==> src/hcsr_pkg.sv <==
// Package for the host command/status register block
package hcsr_pkg;
    // ==========================================================
    // Register map
    localparam logic [7:0] CMD_STATUS_OFS = 8'h08;
    localparam int SOC_LSB = 16;
    localparam int SOC_W = 2;
    localparam int OWN_REQ_BIT = 3;
    localparam int BULK_FILL_BIT = 2;
    localparam int CTRL_FILL_BIT = 1;
    localparam int SOFT_RST_BIT = 0;
    localparam logic [31:0] CMD_STATUS_RST = 32'h0000_0000;
    // ==========================================================
    // Timing
    localparam int CLK_HZ = 20_000_000;
    localparam int SRST_MAX_NS = 10_000;
    localparam int SRST_MAX_CYC = SRST_MAX_NS / (1_000_000_000 / CLK_HZ);
    localparam int SRST_DEF_CYC = 16;
    // ==========================================================
    // Soft reset sequencer states
    typedef enum logic [2:0] {
        HCSR_IDLE = 3'b001,
        HCSR_RUN = 3'b010,
        HCSR_DONE = 3'b100
    } hcsr_state_t;
endpackage : hcsr_pkg

==> src/hcsr_soft_reset.sv <==
// Soft reset sequencer: timed pulse run for a controller soft reset
`timescale 1ns/1ns
module hcsr_soft_reset
    import hcsr_pkg::*;
#(
    parameter int RESET_CYCLES = SRST_DEF_CYC
) (
    // Clock and reset
    input wire logic clk,
    input wire logic srst,
    // Control
    input wire logic start,
    output logic busy,
    output logic done
);
    // ==========================================================
    // Counter and state
    localparam int CW = $clog2(SRST_MAX_CYC + 1);
    hcsr_state_t state_q, state_d;
    logic [CW-1:0] cnt_q, cnt_d;
    localparam logic [CW-1:0] LAST = CW'(RESET_CYCLES - 1);

    always_comb begin
        state_d = state_q;
        cnt_d = cnt_q;
        case (state_q)
            HCSR_IDLE: begin
                cnt_d = '0;
                if (start) begin
                    state_d = HCSR_RUN;
                end
            end
            HCSR_RUN: begin
                cnt_d = cnt_q + CW'(1);
                if (cnt_q >= LAST) begin
                    state_d = HCSR_DONE;
                end
            end
            HCSR_DONE: state_d = HCSR_IDLE;
            default: state_d = HCSR_IDLE;
        endcase
    end

    always_ff @(posedge clk) begin
        if (srst) begin
            state_q <= HCSR_IDLE;
            cnt_q <= '0;
        end else begin
            state_q <= state_d;
            cnt_q <= cnt_d;
        end
    end

    assign busy = (state_q == HCSR_RUN);
    assign done = (state_q == HCSR_DONE);
endmodule : hcsr_soft_reset

==> src/hcsr_top.sv <==
// Host controller command/status register with soft reset sequencing
`timescale 1ns/1ns
module hcsr_top
    import hcsr_pkg::*;
#(
    parameter int RESET_CYCLES = SRST_DEF_CYC
) (
    // Clock and reset
    input wire logic clk,
    input wire logic srst,
    // Register access port
    input wire logic [7:0] reg_addr,
    input wire logic reg_wr,
    input wire logic reg_rd,
    input wire logic [31:0] reg_wdata,
    output logic [31:0] reg_rdata,
    // Frame and list engine events
    input wire logic periodic_overrun,
    input wire logic bulk_head,
    input wire logic bulk_descriptor_found,
    input wire logic control_head,
    input wire logic control_descriptor_found,
    input wire logic ownership_done,
    // Decisions to the list engine
    output logic bulk_process,
    output logic control_process,
    // Status to interrupt logic
    output logic scheduling_overrun_set,
    output logic ownership_changed_flag,
    // Soft reset effects
    output logic suspend_enter,
    output logic op_regs_reset,
    output logic host_bus_block
);
    // ==========================================================
    // Helper functions

    // Write-to-set strobe for one bit of the register
    function automatic logic set_strobe(
        input logic wr_hit_i,
        input logic [31:0] data_i,
        input int pos_i
    );
        set_strobe = wr_hit_i && data_i[pos_i];
    endfunction : set_strobe

    // Sticky bit update: any set beats a clear in the same cycle
    function automatic logic flag_next(
        input logic cur_i,
        input logic set_i,
        input logic clr_i
    );
        if (set_i) begin
            flag_next = 1'b1;
        end else if (clr_i) begin
            flag_next = 1'b0;
        end else begin
            flag_next = cur_i;
        end
    endfunction : flag_next

    // Read word; reserved positions show their reset value
    function automatic logic [31:0] pack_word(
        input logic [SOC_W-1:0] cnt_i,
        input logic own_i,
        input logic bulk_i,
        input logic ctrl_i,
        input logic rst_i
    );
        pack_word = CMD_STATUS_RST;
        pack_word[SOC_LSB +: SOC_W] = cnt_i;
        pack_word[OWN_REQ_BIT] = own_i;
        pack_word[BULK_FILL_BIT] = bulk_i;
        pack_word[CTRL_FILL_BIT] = ctrl_i;
        pack_word[SOFT_RST_BIT] = rst_i;
    endfunction : pack_word

    // ==========================================================
    // Register state
    logic [SOC_W-1:0] ovr_cnt_q;
    logic [SOC_W-1:0] ovr_cnt_d;
    logic own_req_q;
    logic own_req_d;
    logic bulk_fill_q;
    logic bulk_fill_d;
    logic ctrl_fill_q;
    logic ctrl_fill_d;
    logic soft_rst_q;
    logic soft_rst_d;
    logic [31:0] rdata_q;
    logic [31:0] rdata_d;

    // ==========================================================
    // Address decode and write-to-set strobes
    wire hit = (reg_addr == CMD_STATUS_OFS);
    wire wr_hit = reg_wr && hit;
    wire rd_hit = reg_rd && hit;
    // Reserved positions are ignored on write
    wire set_own = set_strobe(wr_hit, reg_wdata, OWN_REQ_BIT);
    wire set_bulk = set_strobe(wr_hit, reg_wdata, BULK_FILL_BIT);
    wire set_ctrl = set_strobe(wr_hit, reg_wdata, CTRL_FILL_BIT);
    wire set_rst = set_strobe(wr_hit, reg_wdata, SOFT_RST_BIT);

    // ==========================================================
    // Soft reset sequencer
    wire rst_busy;
    wire rst_done;
    // A request while one runs is dropped, never restarted
    wire rst_start = set_rst && !soft_rst_q;

    hcsr_soft_reset #(
        .RESET_CYCLES(RESET_CYCLES)
    ) hcsr_soft_reset_i (
        .clk(clk),
        .srst(srst),
        .start(rst_start),
        .busy(rst_busy),
        .done(rst_done)
    );

    // ==========================================================
    // List head decisions: sample filled bit, none in soft reset
    wire bulk_go = bulk_head && bulk_fill_q && !soft_rst_q;
    wire ctrl_go = control_head && ctrl_fill_q && !soft_rst_q;
    // A found descriptor keeps list processing alive
    wire bulk_set_any = set_bulk || bulk_descriptor_found;
    wire ctrl_set_any = set_ctrl || control_descriptor_found;

    // ==========================================================
    // Next-state logic; soft reset start clears and beats any set

    always_comb begin
        ovr_cnt_d = ovr_cnt_q;
        if (periodic_overrun) begin
            // Counts even while the interrupt flag is still set
            ovr_cnt_d = ovr_cnt_q + SOC_W'(1);
        end
        if (rst_start) begin
            ovr_cnt_d = '0;
        end
    end

    always_comb begin
        own_req_d = flag_next(own_req_q, set_own, ownership_done);
        if (rst_start) begin
            own_req_d = 1'b0;
        end
    end

    always_comb begin
        bulk_fill_d = flag_next(bulk_fill_q, bulk_set_any, bulk_go);
        if (rst_start) begin
            bulk_fill_d = 1'b0;
        end
    end

    always_comb begin
        ctrl_fill_d = flag_next(ctrl_fill_q, ctrl_set_any, ctrl_go);
        if (rst_start) begin
            ctrl_fill_d = 1'b0;
        end
    end

    // Done clears the bit; a late request in that cycle is refused
    always_comb begin
        soft_rst_d = soft_rst_q;
        if (set_rst) begin
            soft_rst_d = 1'b1;
        end
        if (rst_done) begin
            soft_rst_d = 1'b0;
        end
    end

    // ==========================================================
    // Read path: registered, unmapped addresses read zero
    wire [31:0] rd_word = pack_word(ovr_cnt_q, own_req_q, bulk_fill_q,
                                    ctrl_fill_q, soft_rst_q);

    always_comb begin
        rdata_d = rdata_q;
        if (reg_rd) begin
            rdata_d = rd_hit ? rd_word : '0;
        end
    end

    // ==========================================================
    // Flip-flops

    always_ff @(posedge clk) begin
        if (srst) begin
            ovr_cnt_q <= CMD_STATUS_RST[SOC_LSB +: SOC_W];
        end else begin
            ovr_cnt_q <= ovr_cnt_d;
        end
    end

    always_ff @(posedge clk) begin
        if (srst) begin
            own_req_q <= CMD_STATUS_RST[OWN_REQ_BIT];
        end else begin
            own_req_q <= own_req_d;
        end
    end

    always_ff @(posedge clk) begin
        if (srst) begin
            bulk_fill_q <= CMD_STATUS_RST[BULK_FILL_BIT];
        end else begin
            bulk_fill_q <= bulk_fill_d;
        end
    end

    always_ff @(posedge clk) begin
        if (srst) begin
            ctrl_fill_q <= CMD_STATUS_RST[CTRL_FILL_BIT];
        end else begin
            ctrl_fill_q <= ctrl_fill_d;
        end
    end

    always_ff @(posedge clk) begin
        if (srst) begin
            soft_rst_q <= CMD_STATUS_RST[SOFT_RST_BIT];
        end else begin
            soft_rst_q <= soft_rst_d;
        end
    end

    always_ff @(posedge clk) begin
        if (srst) begin
            rdata_q <= 32'h0000_0000;
        end else begin
            rdata_q <= rdata_d;
        end
    end

    // ==========================================================
    // Outputs
    assign reg_rdata = rdata_q;
    assign bulk_process = bulk_go;
    assign control_process = ctrl_go;
    assign scheduling_overrun_set = periodic_overrun;
    assign ownership_changed_flag = own_req_q;
    assign suspend_enter = rst_start;
    assign op_regs_reset = rst_start;
    // Bus mastering and the list head decisions are held off; hub and ports see nothing
    assign host_bus_block = soft_rst_q || rst_busy;
endmodule : hcsr_top

==> config.mk <==
export PLATFORM = sky130hd
export DESIGN_NAME = hcsr_top
export DESIGN_NICKNAME = d
export VERILOG_FILES = /design/src/hcsr_pkg.sv /design/src/hcsr_soft_reset.sv /design/src/hcsr_top.sv
export SDC_FILE = /design/constraint.sdc
export NUM_CORES = 1
export LEC_CHECK = 0
export ABC_AREA = 1
export BUFFER_PORTS_ARGS = -buffer_cell sky130_fd_sc_hd__buf_2
export CAP_MARGIN = 20
export CORE_ASPECT_RATIO = 1.75
export CORE_UTILIZATION = 42
export DETAILED_ROUTE_END_ITERATION = 10
export GPL_TIMING_DRIVEN = 0
export PLACE_DENSITY = 0.8
export SETUP_SLACK_MARGIN = 0.3
export SYNTH_ARGS = -nofsm -noshare
export SYNTH_HDL_FRONTEND = slang
export SYNTH_SLANG_ARGS = --single-unit
==> constraint.sdc <==
create_clock -name clk -period 1.5 [get_ports clk]
set_clock_uncertainty 0.05 [all_clocks]
set_input_delay 0.225 -clock clk [delete_from_list [all_inputs] [get_ports clk]]
set_output_delay 0.225 -clock clk [all_outputs]
set_load 0.05 [all_outputs]
# After elaboration in Yosys (flattened, before gate mapping)

Cells that the tools add are included.

Divide/modulo/power cells: 0
Magnitude comparators: 1
Bitwise operators: 0
Multipliers: 0
Muxes and demuxes: 11
$add $sub $neg: 2
Shifts and indexed selects: 0
Equal/unequal tests: 6
Reductions and logical operators: 22

Operators by type and width:

| operator                                                                             | number |
|---|---|
| 18-bit 2-to-1 mux                                                                    | 1 |
| 8-bit one-hot mux with 2 select lines                                                | 1 |
| 1-bit logical AND                                                                    | 11 |
| 8-bit by 1-bit adder with 8-bit output (second input constant)                       | 1 |
| 8-bit by 4-bit == test with 1-bit output (second input constant)                     | 1 |
| 8-bit by 4-bit greater-or-equal comparator with 1-bit output (second input constant) | 1 |
| 2-bit nonzero test                                                                   | 4 |
| 1-bit 2-to-1 mux                                                                     | 6 |
| 3-bit 2-to-1 mux                                                                     | 2 |
| 3-bit one-hot mux with 2 select lines                                                | 1 |
| 2-bit OR reduction                                                                   | 2 |
| 3-bit by 1-bit == test with 1-bit output (second input constant)                     | 1 |
| 3-bit by 2-bit == test with 1-bit output (second input constant)                     | 1 |
| 3-bit == test (second input constant)                                                | 1 |
| 1-bit logical OR                                                                     | 3 |
| 2-bit by 1-bit adder with 2-bit output (second input constant)                       | 1 |
| 2-bit by 1-bit != test with 1-bit output (second input constant)                     | 1 |
| 2-bit != test (second input constant)                                                | 1 |
| 2-bit AND reduction                                                                  | 1 |
| 1-bit logical NOT                                                                    | 1 |

Output and inout port bits: 39
Word-level logic and storage cells: 50
Memory bits (read-only): 0
Memories: 0
Memory bits (writable): 0
Latch bits: 0
Register bits: 49

# Logic depth before layout (Yosys ltp)

Gate-level depths: netlist of run 1.

Depth in word-level cells: 6
Depth in mapped cells: 8
Depth with buffers taken out: 8

# By module

Synthesis of run 1 repeated with hierarchy kept, for this count alone.

Cells, all modules: 194
Area, all modules: 1327.5 sq um

Modules (own cells, without submodules):

| module          | instances | area an instance (sq um) | cells an instance | sequential area each (sq um) |
|---|---|---|---|---|
| hcsr_top        | 1         | 747.0                    | 104               | 240.2 |
| hcsr_soft_reset | 1         | 580.6                    | 90                | 220.2 |

# Worst setup path after synthesis of run 1

No wires, ideal clock.

Kind: input -> output
From: input port reg_addr[7]
To: output port suspend_enter
Required time: 1.225 ns
Stages: 6
Arrival: 1.281 ns
Path slack: -0.056 ns
Cell sequence: nor2_1 -> nand2_1 -> nor2_4 -> nand4_4 -> inv_1 -> buf_4

Word-level cells in the longest chain between the ends: 4

RTL lines:

| item                                     | line            | source |
|---|---|---|
| start: declaration                       | hcsr_top.sv:12  | `input wire logic [7:0] reg_addr,` |
| 8-bit by 4-bit == test with 1-bit output | hcsr_top.sv:95  | `wire hit = (reg_addr == CMD_STATUS_OFS);` |
| 1-bit logical AND                        | hcsr_top.sv:96  | `wire wr_hit = reg_wr && hit;` |
| 1-bit logical AND                        | hcsr_top.sv:44  | `set_strobe = wr_hit_i && data_i[pos_i];` |
| 1-bit logical AND                        | hcsr_top.sv:109 | `wire rst_start = set_rst && !soft_rst_q;` |
| end: declaration                         | hcsr_top.sv:31  | `output logic suspend_enter,` |

Every way passes these cells.

# Worst setup path after layout of run 1

From: register soft_rst_q
To: output port suspend_enter

Word-level cells in the longest chain between the ends: 2

RTL lines:

| item                     | line            | source |
|---|---|---|
| start: declaration       | hcsr_top.sv:88  | `logic soft_rst_q;` |
| start signal: assignment | hcsr_top.sv:224 | `soft_rst_q <= CMD_STATUS_RST[SOFT_RST_BIT];` |
| start signal: assignment | hcsr_top.sv:226 | `soft_rst_q <= soft_rst_d;` |
| 1-bit logical NOT        | hcsr_top.sv:109 |  |
| 1-bit logical AND        | hcsr_top.sv:109 |  |

Every way passes these cells.

==> impl_results.md, run 1 <==
* First-pass iteration count of the detailed router at 5
* Worst slew margin at 0.658
* Initial core utilization at 0.450
* Worst-Skew Late Latency at 0.27 ns
* Fraction of the yosys area taken by sequential cells at 0.342
* Post-Synthesis Cells at between 150 and 200
* Leftover overflow at the end of global routing at 0
* Routed via count at 1357
* GR Util All Layers at 0.181
* Fraction of final layout cells sized beyond drive strength 1 at 0.460
* Max stage delay cell, worst path: sky130_fd_sc_hd__dfxtp_2
* Number of clock buffers inserted by TritonCTS at 3
* # H-tree levels at 1
* Horizontal die dimension at between 40 and 50 microns
* Final #Nets at 315
* Clock Sink Count at 23
* Diodes inserted at 0
* Largest fanout of any net on the critical path at 5
* Clock edge transition at the registers on the reported setup and hold paths at 0.08 ns
* Worst reg-to-reg path cell count at 8
* Antenna violations before repair at 0
* Yosys top cell by area: sky130_fd_sc_hd__dfxtp_1
* Highest clock frequency the design can meet at 701 MHz
* Detail-routed via count per cell at 4.45
* Most Crowded Layer GR: met2
* Setup-failing EPs final at 0
* Dpl hpwl at 2.16 mm
* Global-route met2 utilization at 0.357
* Worst path setup slack after routing at 0.0742 ns
* Final core occ at 0.663
* Dominant cells by area after synthesis: sky130_fd_sc_hd__dfxtp_1 34%, sky130_fd_sc_hd__buf_4 16%, sky130_fd_sc_hd__nand2_1 9.5%
* Placed Cells incl. Taps at 289
* Number of cells on the worst hold path at 3
* Met1 track demand over resource in global routing at 0.151
* Total die area at 0.00345 sq mm
* R2R setup slack at 0.32 ns
* Pin slew with the least headroom to its limit at 0.513 ns
* Number of input and output port buffers inserted at 34
* Total power per unit cell area at slightly above 700 mW/mm^2
* Detailed-route wire length per cell at 10.8 microns
* Initial detailed-routing violation count at 59
* Vertical extent of the die at 76.9 microns
* Setup CP Type: reg2out
* Netlist Area Pre-Place at 0.00135 sq mm
* Worst hold path startpoint: srst
* Boundary pin count at 89
* Standard cell core area at 0.00299 sq mm
* Largest net degree at the start of global routing at 14
* Global-route wire length before repair at approximately 4.7 mm
* Top cell type's share of synthesized area at 0.342
* Fin. Hold Viols at 0
* Worst setup timing slack at the placement stage at -0.0653 ns
* RSZ-0062 raised after global routing: true
* Type of element launching the critical path: flop
* Critical register-to-register path endpoint: hcsr_soft_reset_i.cnt_q[6]
* ANT nets after route at 0
* Highest ir drop seen on vdd at 0.000547 V
* Clock period minus final worst setup slack at 1.43 ns
* Critical R2R Launch: hcsr_soft_reset_i.cnt_q[1]
* Mean post-synth cell area at 7.17 sq um
* Synth-to-layout area growth at 47.3%
* CTS Root Buffer Type: sky130_fd_sc_hd__clkbuf_8
* Dominant cell type by count on the critical path: sky130_fd_sc_hd__buf_8
* Worst Setup End Kind: primary output
* Total length of routed wires at 3.30 mm
* Buffers plus inverters on the worst setup path at 4
* Row count at 26
* Final Max Slew Viols at 0
* Most frequent cells in the layout: 36 x sky130_fd_sc_hd__buf_4, 32 x sky130_fd_sc_hd__nand2_1, 29 x sky130_fd_sc_hd__buf_2, 26 x sky130_fd_sc_hd__conb_1, 22 x sky130_fd_sc_hd__nor2_1
* Cell Count, Final, Fillers Out at roughly 300
* Final critical-path share of the clock period at 0.951
* Delay of the slowest critical-path stage at 0.37 ns
* Most common cell after layout, fill and taps aside: sky130_fd_sc_hd__buf_4
* Data arrival time of the worst path at 1.15 ns
* Worst path required time at roughly 1.2 ns
* Number of register bits inferred by synthesis at 23
* Count of distinct cell types in the synthesized netlist at 26
* Crit path max-delay family: buffers and inverters
* Routability Congestion at 0.826
* Maximum Capacitance Violations at 0
* Cell-by-cell trace of the critical path: inv_4 > nand4_4 > clkinvlp_4 > buf_8 > buf_8
* Hold Path End: hcsr_soft_reset_i.state_q[0]
* Hold-fix buffers, CTS at 0
* Residual DRC count at 0
* Met3 track utilization from global routing at 0.0259
* Clock tree from TritonCTS: built
* Leakage power at 0.952 nW
* Number of warnings issued by yosys at 0
* Outcome: completed
* Class of the most critical hold timing path: in2reg
* Vias in the first global route at 1234
* Deepest clock path buffer count at 2
kinds of logic (layout without fill, tap and decap cells):
kind of cell | Yosys count | count (layout) | synth area share
fa+ha+maj | 1 | 1 | 0.00928
buf+inv | 49 | 99 | 0.217
flops | 23 | 23 | 0.342
xor+xnor | 2 | 2 | 0.0130
other cells | 1 | 26 | 0.00278
simple gates | 88 | 88 | 0.316
compound gates | 24 | 24 | 0.100
metal layers:
layer	up-vias	wire length (microns)
met5	-	0
met2	65	1790
met1	587	1190
met4	0	108
met3	11	210
li1	694	-
per-stage QoR:
step	power, mW	cell area (sq um)	hold WS [ns]	setup TNS, ns
CTS	1.41	1880	0.134	0
global route	1.49	1980	0.139	0
floorplan	0.953	1450	0.274	0
finish	1.43	1980	0.137	0
detailed placement	1.02	1680	0.403	-0.0653
global placement	1.01	1680	0.399	-0.0511
worst max path at each step:
stage	startpoint	end	slack (ns)	cells after the start
2_1_floorplan	reg_addr[7]	suspend_enter	0.13	6
3_3_place_gp	reg_addr[7]	suspend_enter	-0.05	8
3_5_place_dp	reg_addr[5]	suspend_enter	-0.07	8
4_1_cts	reg_addr[2]	suspend_enter	0.10	8
5_1_grt	soft_rst_q	suspend_enter	0.04	5
6_report	soft_rst_q	suspend_enter	0.07	5
cell type report:
class	count	area, sq um
flip-flops and latches	23	475
repair buffers	46	318
plain buffers	29	221
clock buffers	3	41.3
fillers	245	1010
clock inverters	1	5.00
multi-input cells	141	785
inverters	20	86.3
well taps	42	52.6
tightest hold or removal path, stage by stage:
cell,delay (ns)
sky130_fd_sc_hd__buf_2,0.10
sky130_fd_sc_hd__nor2_1,0.05
sky130_fd_sc_hd__nand2_1,0.06
what timing repair did:
| action | 4_1_cts | 5_1_grt |
|---|---|---|
| hold endpoints to repair | 0 | 0 |
| pin swaps | 7 | 6 |
| gates resized for setup | 30 | 25 |
| buffers inserted | 9 | 3 |
| setup endpoints to repair | 7 | 14 |
cell usage after synthesis:
cell,instances
sky130_fd_sc_hd__nand2_1,34
sky130_fd_sc_hd__inv_2,3
sky130_fd_sc_hd__a21oi_1,15
sky130_fd_sc_hd__xnor2_1,1
sky130_fd_sc_hd__nand4_4,1
sky130_fd_sc_hd__inv_1,15
sky130_fd_sc_hd__clkinv_2,1
sky130_fd_sc_hd__o31ai_1,1
sky130_fd_sc_hd__buf_4,28
sky130_fd_sc_hd__nor2_1,27
sky130_fd_sc_hd__a22oi_1,1
sky130_fd_sc_hd__inv_4,1
sky130_fd_sc_hd__o21ai_0,4
sky130_fd_sc_hd__nor2_4,2
sky130_fd_sc_hd__dfxtp_1,23
sky130_fd_sc_hd__conb_1,1
sky130_fd_sc_hd__nand4_1,1
sky130_fd_sc_hd__clkbuf_1,1
sky130_fd_sc_hd__ha_1,1
sky130_fd_sc_hd__xor2_1,1
sky130_fd_sc_hd__or2_2,1
sky130_fd_sc_hd__nand2_2,4
sky130_fd_sc_hd__a21oi_2,2
sky130_fd_sc_hd__nand3_1,16
sky130_fd_sc_hd__o211ai_1,1
sky130_fd_sc_hd__nand3_4,2
where the power goes:
group / total [mW] / switching (mW) / internal, mW
Clock: 0.391 / 0.206 / 0.186
Sequential: 0.641 / 0.0169 / 0.624
Combinational: 0.395 / 0.270 / 0.125
Total: 1.43 / 0.493 / 0.935
registers in the layout (all words and copies together), names as in the netlist:
signal and cells:
bulk_fill_q 1, ctrl_fill_q 1, hcsr_soft_reset_i.cnt_q 8, hcsr_soft_reset_i.state_q 3, ovr_cnt_q 2, ownership_changed_flag 1, reg_rdata 6, soft_rst_q 1
Note: power is estimated with default switching activity, not from simulation.
==> run 2, diff against run 1 <==
--- a/config.mk
+++ b/config.mk
@@ -7,7 +7,6 @@
 export LEC_CHECK = 0
 export ABC_AREA = 1
 export BUFFER_PORTS_ARGS = -buffer_cell sky130_fd_sc_hd__buf_2
-export CAP_MARGIN = 20
 export CORE_ASPECT_RATIO = 1.75
 export CORE_UTILIZATION = 42
 export DETAILED_ROUTE_END_ITERATION = 10
==> constraint.sdc (replaced) <==
create_clock -name clk -period 1.4 [get_ports clk]
set_clock_uncertainty 0.05 [all_clocks]
set_input_delay 0.21 -clock clk [delete_from_list [all_inputs] [get_ports clk]]
set_output_delay 0.21 -clock clk [all_outputs]
set_load 0.05 [all_outputs]
==> run 2 against run 1 <==
  * Register-to-register slack got worse by 0.16 ns
  * Via count rose by 4.6%
  * Routed wire length rose by 14%
  * First-iteration DRC count fell by 12%
  * Cell area rose by 11%
  * Flip-flop and latch count did not move
  * Critical path depth did not move
  * Clock-buffer cell count rose by 1
  * Critical endpoint unchanged
  * Largest power group unchanged
  * Highest routed layer unchanged
==> impl_results.md, run 2 (synthesis gave the netlist of run 1 again) <==
* Outcome: completed
* Most frequent cells in the layout: 40 x sky130_fd_sc_hd__buf_4, 30 x sky130_fd_sc_hd__nand2_1, 26 x sky130_fd_sc_hd__conb_1, 22 x sky130_fd_sc_hd__buf_2, 18 x sky130_fd_sc_hd__nor2_1
* Highest ir drop seen on vdd at 0.000572 V (+4.6%)
* Total die area at 0.00345 sq mm (unchanged)
* Clock edge transition at the registers on the reported setup and hold paths at 0.08 ns (about the same)
* Data arrival time of the worst path at 1.13 ns (-0.02 ns)
* Fin. Hold Viols at 0 (unchanged)
* Final #Nets at 322 (+2.2%)
* Number of input and output port buffers inserted at 34 (unchanged)
* Final Max Slew Viols at 0 (unchanged)
* Class of the most critical hold timing path: in2reg
* Maximum Capacitance Violations at 0 (unchanged)
* Worst Setup End Kind: primary output
* # H-tree levels at 1 (unchanged)
* Deepest clock path buffer count at 2 (unchanged)
* Detail-routed via count per cell at 4.53 (+1.9%)
* Fraction of final layout cells sized beyond drive strength 1 at 0.533 (+0.0733)
* Global-route wire length before repair at 5.13 mm (+8.6%)
* Largest Register: hcsr_soft_reset_i.cnt_q
* Largest register FFs at 8 (unchanged)
* CTS Root Buffer Type: sky130_fd_sc_hd__clkbuf_8
* ANT nets after route at 0 (unchanged)
* Final critical-path share of the clock period at 0.991
* Standard cell core area at 0.00299 sq mm (unchanged)
* Antenna violations before repair at 1 (+1)
* Initial core utilization at 0.450 (unchanged)
* Power share of the sequential group at 0.441 (-0.008)
* Pin slew with the least headroom to its limit at 0.627 ns (+0.114 ns)
* Final core occ at 0.735 (+0.0719)
* Setup-failing EPs final at 0 (unchanged)
* Synth-to-layout area growth at 63.2%
* Area used by multi-input combinational logic at 868 sq um (+11%)
* Residual DRC count at 0 (unchanged)
* Boundary pin count at 89 (unchanged)
* Post-route cell area at 0.00220 sq mm (+11%)
* Most common cell after layout, fill and taps aside: sky130_fd_sc_hd__buf_4
* Initial detailed-routing violation count at 52 (-12%)
* Type of element launching the critical path: flop
* Vias in the first global route at 1257 (+1.9%)
* Portion of total power attributed to combinational logic at 0.286 (+0.009)
* GR Util All Layers at 0.199 (+0.0180)
* Largest fanout of any net on the critical path at 5 (unchanged)
* Horizontal die dimension at 44.8 microns (unchanged)
* Leftover overflow at the end of global routing at 0 (unchanged)
* Row count at 26 (unchanged)
* Largest net degree at the start of global routing at 13 (-1)
* Routability Congestion at 0.841 (+1.9%)
* Clock Sink Count at 23 (unchanged)
* Reg area at 480 sq um (+1.1%)
* RSZ-0062 raised after global routing: true
* Dpl hpwl at 2.10 mm (-2.9%)
* Total length of routed wires at 3.76 mm (+14%)
* Vertical extent of the die at 76.9 microns (unchanged)
* Worst-Skew Late Latency at 0.27 ns (about the same)
* Internal cell power at 1.02 mW (+8.6%)
* First-pass iteration count of the detailed router at 4 (-1)
* Total power per unit cell area at 712 mW/mm^2 (-1.1%)
* Setup CP Type: reg2out
* Detailed-route wire length per cell at 12.0 microns (+11%)
* P_sw at 0.550 mW (+12%)
* Clock period minus final worst setup slack at 1.39 ns
* Cell area after placement at 0.00173 sq mm (+3.0%)
* Number of clock buffers inserted by TritonCTS at 3 (unchanged)
* Worst path required time at 1.14 ns (-0.08 ns)
* Clock tree from TritonCTS: built
* Filler instances at 228 (-6.9%)
* Worst slew margin at 0.582 (-0.0760)
* Highest clock frequency the design can meet at 721 MHz
* Clock network fraction of design power at 0.273 (about the same)
* Switching fraction of total power at 0.351 (+0.00642)
* Leakage power at 1.00 nW (+5.4%)
* Routed via count at 1419 (+4.6%)
==> run 2: cell count changes in the layout (fill, tap and decap cells not counted), moves of 4 or more <==
cell	before	now
sky130_fd_sc_hd__buf_2	29	22
sky130_fd_sc_hd__buf_4	36	40
sky130_fd_sc_hd__nor2_1	22	18
sky130_fd_sc_hd__buf_6	4	14
sky130_fd_sc_hd__nor2_4	4	8
==> run 2: routing by layer <==
layer,track usage,part of all wire,vias to the layer above
met5,0,0,-
met4,0.106,0.035,0
met3,0.0259,0.047,11
met2,0.393,0.58,56
met1,0.176,0.34,642
li1,-,-,710
==> run 2: critical path: stages, from the launching register on <==
cell and delay, ns:
sky130_fd_sc_hd__dfxtp_2 0.36, sky130_fd_sc_hd__inv_4 0.06, sky130_fd_sc_hd__nand4_4 0.08, sky130_fd_sc_hd__clkinvlp_4 0.11, sky130_fd_sc_hd__buf_8 0.12, sky130_fd_sc_hd__buf_8 0.14
==> run 2: power groups by stage <==
stage / Clock, mW / Sequential (mW) / Combinational (mW)
2_1_floorplan: 0 / 0.700 / 0.327
3_3_place_gp: 0 / 0.702 / 0.389
3_5_place_dp: 0 / 0.703 / 0.391
4_1_cts: 0.429 / 0.688 / 0.421
5_1_grt: 0.462 / 0.693 / 0.477
6_report: 0.428 / 0.691 / 0.447
==> run 2: through the flow <==
| step | instances | power (mW) | hold slack [ns] | setup slack, ns | TNS, ns |
|---|---|---|---|---|---|
| 3_3_place_gp | 289 | 1.09 | 0.381 | -0.124 | -0.183 |
| 5_1_grt | 313 | 1.63 | 0.132 | -0.0280 | -0.0617 |
| 6_report | 313 | 1.57 | 0.119 | 0.0128 | 0 |
| 3_5_place_dp | 289 | 1.09 | 0.384 | -0.123 | -0.178 |
| 4_1_cts | 304 | 1.54 | 0.0990 | 0.0140 | 0 |
| 2_1_floorplan | 213 | 1.03 | 0.259 | 0.0863 | 0 |
==> run 2: repair_timing <==
item / in CTS / in global routing
setup buffers: 11 / 8
pin swaps: 7 / 18
cloned: 0 / 0
hold buffers: 0 / 0
gates resized for setup: 40 / 48
setup endpoints to repair: 20 / 20
==> run 2: path summary, 6_finish.rpt <==
check                        startpoint                            to  slack [ns]  cells past startpoint
max                          soft_rst_q                 suspend_enter        0.01                      5
min                                srst  hcsr_soft_reset_i.state_q[0]        0.12                      3
max reg2reg  hcsr_soft_reset_i.cnt_q[1]    hcsr_soft_reset_i.cnt_q[7]        0.16                      9
min reg2reg                reg_rdata[2]                  reg_rdata[2]        0.43                      2
==> run 2: area by class of cell <==
type / instances / area share
Multi-Input combinational cell: 141 / 0.395
Sequential cell: 23 / 0.218
Timing Repair Buffer: 53 / 0.193
Buffer: 29 / 0.101
Inverter: 20 / 0.0472
Tap cell: 42 / 0.0239
Clock buffer: 4 / 0.0205
Antenna cell: 1 / 0.00114
